<file path="src/inc/sdc_cfg.svh">
`ifndef SDC_CFG_SVH
`define SDC_CFG_SVH

// ****************************************************************
// Register addresses
// ****************************************************************
`define SDC_ADDR_W 16
`define SDC_DATA_W 4
`define SDC_A_KEYSWAP 16'hff06
`define SDC_A_DKEY 16'hff78
`define SDC_A_CTRL 16'hff79
`define SDC_A_CAP_MS 16'hff7a
`define SDC_A_CAP_HS 16'hff7b
`define SDC_A_CAP_TS 16'hff7c
`define SDC_A_IRQ_EN 16'hffe6
`define SDC_A_IRQ_FLAG 16'hfff6

// ****************************************************************
// Field positions
// ****************************************************************
`define SDC_B_KEYSWAP 2
`define SDC_B_DKEY_EN 3
`define SDC_B_CLEAR 0
`define SDC_B_RUN 1
`define SDC_B_RENEW 2
`define SDC_B_CARRY 3

// ****************************************************************
// Reset values and codes
// ****************************************************************
`define SDC_RST_NIB 4'h0
`define SDC_RST_SEL 3'h0
`define SDC_RST_CAP 12'h000
`define SDC_MASK_KEYS 6
`define SDC_NO_MASK 6'h00

`endif

</file>
<file path="src/inc/sdc_pkg.sv">
package sdc_pkg;

  // Interrupt sources in register bit order, run key at bit 3.
  typedef struct packed {
    logic run;
    logic lap;
    logic hz1;
    logic hz10;
  } sdc_irq_t;

  // Capture buffer: tracking the count, held by a read, held by lap.
  typedef enum logic [1:0] {
    SDC_TRACK = 2'b00,
    SDC_HOLD = 2'b01,
    SDC_LAP = 2'b11
  } sdc_cap_t;

  // Register port request.
  typedef struct packed {
    logic [15:0] addr;
    logic [3:0] wdata;
    logic wr;
    logic rd;
  } sdc_bus_t;

endpackage : sdc_pkg

</file>
<file path="src/hdl/sdc_ctrl.sv">
`timescale 1ns/10ps
`include "sdc_cfg.svh"
module sdc_ctrl
  import sdc_pkg::*;
(
  input wire logic clk,
  input wire logic rst_n,
  input wire logic ce,
  input wire sdc_bus_t bus,
  output logic [3:0] rdata,
  input wire logic key_port_a,
  input wire logic key_port_b,
  input wire logic [5:0] mask_keys,
  input wire logic div32_fall,
  input wire logic tick_1hz,
  input wire logic tick_10hz,
  input wire logic [11:0] count_bcd,
  output logic stopwatch_running,
  output logic count_clear,
  output sdc_irq_t irq_req
);

  // ****************************************************************
  // Pin synchronisers
  // ****************************************************************
  logic [7:0] pin_meta;
  logic [7:0] pin_sync;
  logic [7:0] pin_prev;

  always_ff @(posedge clk) begin
    if (!rst_n) begin
      pin_meta <= 8'h00;
      pin_sync <= 8'h00;
      pin_prev <= 8'h00;
    end else if (ce) begin
      pin_meta <= {mask_keys, key_port_b, key_port_a};
      pin_sync <= pin_meta;
      pin_prev <= pin_sync;
    end
  end

  // Decodes the concurrent key mask code to a set of mask keys.
  function automatic logic [5:0] key_mask(input logic [2:0] sel);
    logic [5:0] m;
    m = `SDC_NO_MASK;
    case (sel)
      3'h1: m = 6'h01;
      3'h2: m = 6'h03;
      3'h3: m = 6'h07;
      3'h4: m = 6'h04;
      3'h5: m = 6'h0c;
      3'h6: m = 6'h1c;
      3'h7: m = 6'h3c;
      default: m = `SDC_NO_MASK;
    endcase
    return m;
  endfunction : key_mask

  // ****************************************************************
  // State
  // ****************************************************************
  logic key_swap_select;
  logic [2:0] concurrent_key_mask_select;
  logic direct_key_enable;
  logic dkey_active;
  logic stopwatch_run_bit;
  logic lap_carry_request_flag;
  logic capture_renewed_flag;
  logic renew_pending;
  sdc_cap_t cap_state;
  logic [11:0] cap_buf;
  sdc_irq_t irq_enable;
  sdc_irq_t irq_flag;
  logic next_key_swap_select;
  logic [2:0] next_concurrent_key_mask_select;
  logic next_direct_key_enable;
  logic next_dkey_active;
  logic next_stopwatch_run_bit;
  logic next_lap_carry_request_flag;
  logic next_capture_renewed_flag;
  logic next_renew_pending;
  sdc_cap_t next_cap_state;
  logic [11:0] next_cap_buf;
  sdc_irq_t next_irq_enable;
  sdc_irq_t next_irq_flag;
  logic next_count_clear;
  logic [3:0] next_rdata;

  logic run_pin;
  logic lap_pin;
  logic run_press;
  logic lap_press;
  logic concurrent;
  logic run_ok;
  logic lap_ok;
  logic wr_swap;
  logic wr_dkey;
  logic wr_ctrl;
  logic wr_en;
  logic wr_flag;
  logic rd_ms;
  logic rd_ts;

  // ****************************************************************
  // Key decode
  // ****************************************************************
  always_comb begin
    run_pin = key_swap_select ? pin_sync[1] : pin_sync[0];
    lap_pin = key_swap_select ? pin_sync[0] : pin_sync[1];
    run_press = run_pin &
      !(key_swap_select ? pin_prev[1] : pin_prev[0]);
    lap_press = lap_pin &
      !(key_swap_select ? pin_prev[0] : pin_prev[1]);
    concurrent = |(pin_sync[7:2] &
      key_mask(concurrent_key_mask_select));
    run_ok = dkey_active & run_press & !concurrent;
    lap_ok = dkey_active & lap_press & !concurrent;
    wr_swap = bus.wr & (bus.addr == `SDC_A_KEYSWAP);
    wr_dkey = bus.wr & (bus.addr == `SDC_A_DKEY);
    wr_ctrl = bus.wr & (bus.addr == `SDC_A_CTRL);
    wr_en = bus.wr & (bus.addr == `SDC_A_IRQ_EN);
    wr_flag = bus.wr & (bus.addr == `SDC_A_IRQ_FLAG);
    rd_ms = bus.rd & (bus.addr == `SDC_A_CAP_MS);
    rd_ts = bus.rd & (bus.addr == `SDC_A_CAP_TS);
  end

  // ****************************************************************
  // Control and flags
  // ****************************************************************
  always_comb begin
    next_key_swap_select = key_swap_select;
    next_concurrent_key_mask_select = concurrent_key_mask_select;
    next_direct_key_enable = direct_key_enable;
    next_dkey_active = dkey_active;
    next_stopwatch_run_bit = stopwatch_run_bit;
    next_irq_enable = irq_enable;
    next_irq_flag = irq_flag;
    next_count_clear = 1'b0;
    if (wr_swap) begin
      next_key_swap_select = bus.wdata[`SDC_B_KEYSWAP];
    end
    if (wr_dkey) begin
      next_direct_key_enable = bus.wdata[`SDC_B_DKEY_EN];
      next_concurrent_key_mask_select = bus.wdata[2:0];
    end
    if (div32_fall) begin
      next_dkey_active = direct_key_enable;
    end
    if (wr_ctrl) begin
      next_count_clear = bus.wdata[`SDC_B_CLEAR];
    end
    if (wr_ctrl && !dkey_active) begin
      next_stopwatch_run_bit = bus.wdata[`SDC_B_RUN];
    end
    if (run_ok) begin
      next_stopwatch_run_bit = !stopwatch_run_bit;
    end
    if (wr_en) begin
      next_irq_enable = sdc_irq_t'(bus.wdata);
    end
    if (wr_flag) begin
      next_irq_flag = sdc_irq_t'(irq_flag & ~bus.wdata);
    end
    next_irq_flag.run = next_irq_flag.run | run_ok;
    next_irq_flag.lap = next_irq_flag.lap | lap_ok;
    next_irq_flag.hz1 = next_irq_flag.hz1 | tick_1hz;
    next_irq_flag.hz10 = next_irq_flag.hz10 | tick_10hz;
  end

  // ****************************************************************
  // Capture buffer
  // ****************************************************************
  always_comb begin
    next_cap_state = cap_state;
    next_cap_buf = cap_buf;
    next_lap_carry_request_flag = lap_carry_request_flag;
    next_capture_renewed_flag = capture_renewed_flag;
    next_renew_pending = renew_pending;
    if (cap_state == SDC_TRACK) begin
      next_cap_buf = count_bcd;
    end
    if (rd_ms && cap_state == SDC_TRACK) begin
      next_cap_state = SDC_HOLD;
      next_lap_carry_request_flag = irq_flag.hz1;
    end else if (rd_ms && cap_state == SDC_LAP) begin
      next_cap_state = SDC_HOLD;
    end
    if (rd_ts) begin
      next_capture_renewed_flag = renew_pending;
      next_renew_pending = 1'b0;
      if (!renew_pending) begin
        next_cap_state = SDC_TRACK;
      end else begin
        next_cap_state = SDC_HOLD;
      end
    end
    if (lap_ok) begin
      next_cap_buf = count_bcd;
      next_cap_state = SDC_LAP;
      next_lap_carry_request_flag = irq_flag.hz1;
      if (cap_state == SDC_LAP) begin
        next_renew_pending = 1'b1;
      end
    end
  end

  // ****************************************************************
  // Read data
  // ****************************************************************
  always_comb begin
    next_rdata = `SDC_RST_NIB;
    case (bus.addr)
      `SDC_A_KEYSWAP: next_rdata[`SDC_B_KEYSWAP] = key_swap_select;
      `SDC_A_DKEY: next_rdata = {direct_key_enable,
        concurrent_key_mask_select};
      `SDC_A_CTRL: next_rdata = {lap_carry_request_flag,
        capture_renewed_flag, stopwatch_run_bit, 1'b0};
      `SDC_A_CAP_MS: next_rdata = next_cap_buf[3:0];
      `SDC_A_CAP_HS: next_rdata = cap_buf[7:4];
      `SDC_A_CAP_TS: next_rdata = cap_buf[11:8];
      `SDC_A_IRQ_EN: next_rdata = irq_enable;
      `SDC_A_IRQ_FLAG: next_rdata = irq_flag;
      default: next_rdata = `SDC_RST_NIB;
    endcase
    if (!bus.rd) begin
      next_rdata = `SDC_RST_NIB;
    end
  end

  // ****************************************************************
  // Registers
  // ****************************************************************
  always_ff @(posedge clk) begin
    if (!rst_n) begin
      key_swap_select <= 1'b0;
      concurrent_key_mask_select <= `SDC_RST_SEL;
      direct_key_enable <= 1'b0;
      dkey_active <= 1'b0;
      stopwatch_run_bit <= 1'b0;
      lap_carry_request_flag <= 1'b0;
      capture_renewed_flag <= 1'b0;
      renew_pending <= 1'b0;
      cap_state <= SDC_TRACK;
      cap_buf <= `SDC_RST_CAP;
      irq_enable <= sdc_irq_t'(`SDC_RST_NIB);
      irq_flag <= sdc_irq_t'(`SDC_RST_NIB);
      count_clear <= 1'b0;
      rdata <= `SDC_RST_NIB;
      irq_req <= sdc_irq_t'(`SDC_RST_NIB);
    end else if (ce) begin
      key_swap_select <= next_key_swap_select;
      concurrent_key_mask_select <= next_concurrent_key_mask_select;
      direct_key_enable <= next_direct_key_enable;
      dkey_active <= next_dkey_active;
      stopwatch_run_bit <= next_stopwatch_run_bit;
      lap_carry_request_flag <= next_lap_carry_request_flag;
      capture_renewed_flag <= next_capture_renewed_flag;
      renew_pending <= next_renew_pending;
      cap_state <= next_cap_state;
      cap_buf <= next_cap_buf;
      irq_enable <= next_irq_enable;
      irq_flag <= next_irq_flag;
      count_clear <= next_count_clear;
      rdata <= next_rdata;
      irq_req <= sdc_irq_t'(next_irq_flag & next_irq_enable);
    end
  end

  assign stopwatch_running = stopwatch_run_bit;

endmodule : sdc_ctrl

</file>
<file path="config.mk">
export PLATFORM = sky130hd
export DESIGN_NAME = sdc_ctrl
export DESIGN_NICKNAME = d
export VERILOG_FILES = /design/src/inc/sdc_pkg.sv /design/src/hdl/sdc_ctrl.sv
export VERILOG_INCLUDE_DIRS = /design/src /design/src/inc
export SDC_FILE = /design/constraint.sdc
export NUM_CORES = 1
export LEC_CHECK = 0
export BUFFER_PORTS_ARGS = -buffer_cell sky130_fd_sc_hd__buf_2
export CAP_MARGIN = 40
export CORE_ASPECT_RATIO = 1.1
export CORE_MARGIN = 2
export CORE_UTILIZATION = 36
export DETAILED_ROUTE_END_ITERATION = 10
export GPL_TIMING_DRIVEN = 0
export PLACE_DENSITY_LB_ADDON = 0.2
export SLEW_MARGIN = 20
export SYNTH_ARGS = -nofsm -noshare
export SYNTH_HDL_FRONTEND = slang
export SYNTH_SLANG_ARGS = --single-unit
</file>
<file path="constraint.sdc">
create_clock -name clk -period 2.4 [get_ports clk]
set_input_delay 0.48 -clock clk [delete_from_list [all_inputs] [get_ports clk]]
set_output_delay 0.48 -clock clk [all_outputs]
set_load 0.03 [all_outputs]
</file>
## After elaboration in Yosys (flattened, before gate mapping)

Cells that the tools add are included.

- Shifts and indexed selects: 0
- Equal/unequal tests: 16
- Order comparisons: 0
- Mux-type cells: 26
- Bitwise operators: 21
- $add $sub $neg: 0
- Div/mod/pow operators: 0
- $mul: 0
- Reductions and logical operators: 22

Operator list:

| kind | number |
|---|---|
| $eq 16x16->1 const B | 8 |
| $pmux 6 s7 | 1 |
| $mux 12 | 2 |
| $reduce_and 2->1 | 8 |
| $pmux 2 s7 | 1 |
| $and 1x1->1 | 13 |
| $mux 1 | 13 |
| $eq 3x3->1 const B | 4 |
| $mux 4 | 3 |
| $and 4x4->4 | 2 |
| $mux 2 | 4 |
| $pmux 1 s8 | 1 |
| $pmux 1 s7 | 1 |
| $and 6x6->6 | 1 |
| $eq 3x2->1 const B | 2 |
| $reduce_bool 2->1 | 3 |
| $reduce_or 6->1 | 1 |
| $logic_not 1->1 | 5 |
| $not 4->4 | 1 |
| $or 1x1->1 | 4 |
| $reduce_bool 4->1 | 1 |
| $eq 3x1->1 const B | 1 |
| $logic_and 1x1->1 | 3 |
| $eq 2x2->1 const B | 1 |
| $logic_not 2->1 | 1 |

- Bits in writable memories: 0
- ROM bits: 0
- Logic and storage cells: 113
- Bits in latches: 0
- Memories kept: 0
- Bits in registers: 59

## Depth between registers and ports, before layout

- Depth in word-level cells: 9
- Depth in mapped cells: 8
- Mapped depth without buffers: 6

## Worst setup path before layout

OpenSTA, ideal clock, no wires.

- Path type: input to register
- From: in bus[7] (netlist name)
- To: reg rdata[2]
- Stages: 7
- Slack: 0.492 ns
- Buffers on the path: 1
- Arrival time: 1.791 ns
- Data required time: 2.283 ns
- Cell sequence: buf_6 > nor4bb_1 > and4_4 > or3_1 > a41oi_1 > nor2_1 > a22o_1

- Word-level cells in the longest chain between the ends: 3
- Elaborated cells on any way between the ends: 10

RTL lines:

| item | line | text |
|---|---|---|
| from (decl) | sdc_ctrl.sv:9 | `input wire sdc_bus_t bus,` |
| $eq 16x16->1 | sdc_ctrl.sv:212 | `case (bus.addr)` |
| $pmux 1 s8 (*) | sdc_ctrl.sv:212 |  |
| $mux 4 (*) | sdc_ctrl.sv:225 | `if (!bus.rd) begin` |
| to (signal assigned) | sdc_ctrl.sv:248 | `` rdata <= `SDC_RST_NIB; `` |
| to (signal assigned) | sdc_ctrl.sv:264 | `rdata <= next_rdata;` |
| to (decl) | sdc_ctrl.sv:10 | `output logic [3:0] rdata,` |

Mark *: on every way between the ends. The rest lies on a longest branch, timed or not.
A chain may end at the register's enable or synchronous reset.

## Worst setup path in the final report

- From: reg concurrent_key_mask_select[1]
- To: reg rdata[2]

- Word-level cells in the longest chain between the ends: 9
- Elaborated cells on any way between the ends: 15

RTL lines:

| item | line | text |
|---|---|---|
| from (decl) | sdc_ctrl.sv:63 | `logic [2:0] concurrent_key_mask_select;` |
| from (signal assigned) | sdc_ctrl.sv:236 | `` concurrent_key_mask_select <= `SDC_RST_SEL; `` |
| from (signal assigned) | sdc_ctrl.sv:252 | `concurrent_key_mask_select <= next_concurrent_key_mask_select;` |
| $eq 3x3->1 (tied with other cells) | sdc_ctrl.sv:46 | `case (sel)` |
| $pmux 6 s7 (*) | sdc_ctrl.sv:46 |  |
| $and 6x6->6 (*) | sdc_ctrl.sv:114 | `concurrent = \|(pin_sync[7:2] &` |
| $reduce_or 6->1 (*) | sdc_ctrl.sv:114 |  |
| $logic_not 1->1 (*) | sdc_ctrl.sv:117 | `lap_ok = dkey_active & lap_press & !concurrent;` |
| $and 1x1->1 (*) | sdc_ctrl.sv:117 |  |
| $mux 12 (*) | sdc_ctrl.sv:197 | `if (lap_ok) begin` |
| $pmux 1 s8 (*) | sdc_ctrl.sv:212 |  |
| $mux 4 (*) | sdc_ctrl.sv:225 |  |

Marked as above.

==> summary.txt <==
Setup path
  • Worst Setup Start Kind: flip-flop
  • Flop2flop setup slack: 310 ps
  • Critical path peak fanout: 7
  • Crit path DAT: 2330 ps
  • Reg2reg start: concurrent_key_mask_select[1]$_SDFFE_PN0P_
  • Crit end category: flip-flop
  • CP startpoint: concurrent_key_mask_select[1]$_SDFFE_PN0P_
  • Worst path required time: 2640 ps
  • Worst flop-to-flop path endpoint: rdata[2]$_SDFFE_PN0P_
  • WS Path Type: reg2reg
  • Reg2Reg Depth: 7

Detailed routing
  • DR iter-0 viols: 172
  • DR vias: 2788
  • Routed Wire Length: 8400 um
  • Drt drc: 0
  • DR pass1 iterations: 4
  • Wirelength per Cell: 15.9 um
  • Via density per instance: 5.28
  • Antenna Nets Post-Route: 0

Outcome
  • Run status: finished clean

Finish
  • Area delta synth->final: 20.3%
  • Share of cells above drive strength 1: 21.6%
  • Antenna fix cells: 0
  • Most frequent cells in the layout: 59 x buf_2, 59 x dfxtp_1, 40 x nor2b_1
  • Layout Nets: 460
  • Layout fillers: 845
  • Post-layout util: 44.1%

STA
  • Fin. Hold Viols: 0
  • Fin crit period: 2090 ps
  • Tcrit/Tclk final: 87.1%
  • Worst slew margin: 44.2%
  • Max frequency: 478 MHz
  • Final setup violation count: 0
  • Worst Skew: 12.5 ps
  • WHS: 355 ps
  • Slew Viols, Final: 0
  • Setup WS post-layout: 309 ps
  • Worst-Margin Slew: 830 ps
  • Final setup TNS: 0 ps
  • RSZ-0062 raised after global routing: no

Hold path
  • Tightest Hold Check Type: in2reg
  • Hold_sp: count_bcd[8]
  • Worst Hold Endpoint: cap_buf[8]$_SDFFE_PN0P_
  • Worst hold path cell count: 3

Logic synthesis
  • Area leader, netlist: dfxtp_1
  • Post-synthesis sequential area ratio: 38.7%
  • Yosys cell types: 56
  • Async SR Flop Fraction: 0%
  • Top FF cell, synth: dfxtp_1
  • #FFs+latches synth: 59
  • Yosys top cell area share: 38.7%
  • Yosys Warn Count: 0
  • Post-Syn Instances: 346
  • Mapped Area: 3050 um2
  • Syn avg cell area: 8.82 um2
  • Syn nets: 394
  • Synth top area cells: dfxtp_1 39%, mux2i_1 12%, nor2b_1 8.2%
  • Number of synthesized flops with an enable pin: 0

Clock network
  • Clk Latency, worst-skew pair: 350 ps
  • H-tree depth: 3
  • CTS tree: done
  • Num CTS Buffers: 9
  • CTS root buffer: clkbuf_8
  • CTS Sinks: 59
  • Worst-path clk slew: 70 ps
  • Clock Path Buffers: 2
  • Number of setup buffers added after CTS: 0
  • # resized after CTS: 0
  • Hold_buf cts: 0

Global route
  • Vias in the first global route: 2658
  • Initial antenna violation count: 0
  • First-pass GRT wire length: 13500 um
  • GRT Util Overall: 18.8%
  • Largest net degree at the start of global routing: 11
  • GRT overflow: 0

Floorplan
  • Core ar.: 8320 um2
  • Starting Density: 36.7%
  • Die width: 91.8 um
  • Die area: 9230 um2
  • Boundary pin count: 58
  • Die Y: 101 um
  • Rows: 35

Place
  • Dpl ws: 54.0 ps
  • Placer Congestion: 0.825
  • IO Port Bufs: 55
  • DPL Wire Length: 6310 um

Power
  • Design Power: 2.16 mW
  • Peak VDD IR: 0.000279 V
  • Leakage: 1.48 nW
  • PwrDens: 590 nW/um2

Job
  • Max_cap viols: 0
==> cell type report <==
cell class                      instances  area (um2)  share of cell area (%)
Multi-Input combinational cell        260        1740                    47.5
Sequential cell                        59        1180                    32.2
Timing Repair Buffer                   55         275                    7.50
Clock buffer                           12         155                    4.23
Tap cell                              111         139                    3.79
Buffer                                 21         103                    2.80
Clock inverter                          4        48.8                    1.33
Inverter                                6        22.5                   0.614
==> power breakdown <==
| part | total, mW | internal, mW | switching, mW | leakage (nW) |
|---|---|---|---|---|
| clock network | 0.945 | 0.535 | 0.410 | 0.106 |
| logic | 0.196 | 0.0822 | 0.113 | 0.893 |
| registers | 1.02 | 1.01 | 0.0172 | 0.480 |
==> state kept, by name (all words and copies together) (netlist names), 3 cells and up <==
signal,count
rdata,4
irq_enable,4
irq_flag,4
pin_meta,8
irq_req,4
concurrent_key_mask_select,3
cap_buf,12
pin_sync,8
==> kinds of logic (layout without fill, tap and decap cells) <==
logic type      count (synthesis)  in the layout  share of synthesized area [%]
buf+inv                        27             98                           4.10
xor+xnor                        1              1                          0.287
flops                          59             59                           38.7
simple gates                  154            154                           29.7
compound gates                 64             64                           13.5
mux                            41             41                           13.7
==> metal layers <==
layer | share of wire [%] | GRT usage, %
met2 | 47 | 30.7
met4 | 0.75 | 6.20
met1 | 47 | 24.5
met3 | 4.9 | 4.86
met5 | 0 | 0
==> critical path: stages, from the launching register on <==
cell	delay, ps
dfxtp_1	380
a211oi_1	280
nor3_2	100
nor4_4	410
or2_1	180
buf_6	120
mux2_4	310
a22o_1	200
==> cells in the mapped netlist, types with 3 or more instances <==
library cell,n
a22o_1,4
nor3b_1,3
nand3_1,30
nand4_1,9
inv_1,6
nor2b_1,40
o21ai_0,17
a21oi_1,13
mux2i_1,38
nor4_1,3
buf_2,4
buf_1,3
clkbuf_1,11
nor3_1,6
a31oi_1,5
nand2_1,27
a22oi_1,3
o31ai_1,6
dfxtp_1,59
nor2_1,13
==> worst max path at each step <==
stage / to / slack (ps) / cells after the start
finish: rdata[2]$_SDFFE_PN0P_ / 310 / 7
global route: cap_buf[10]$_SDFFE_PN0P_ / 50 / 6
CTS: rdata[2]$_SDFFE_PN0P_ / 280 / 7
detailed placement: lap_carry_request_flag$_SDFFE_PN0P_ / 50 / 6
global placement: lap_carry_request_flag$_SDFFE_PN0P_ / 40 / 6
floorplan: rdata[2]$_SDFFE_PN0P_ / 490 / 7
==> metrics by stage <==
step           instances  cell area [um2]
2_1_floorplan        346             3050
3_3_place_gp         512             3460
6_report             528             3670
4_1_cts              528             3670
3_5_place_dp         512             3460
5_1_grt              528             3670
Power figures use the tool's default switching activity.
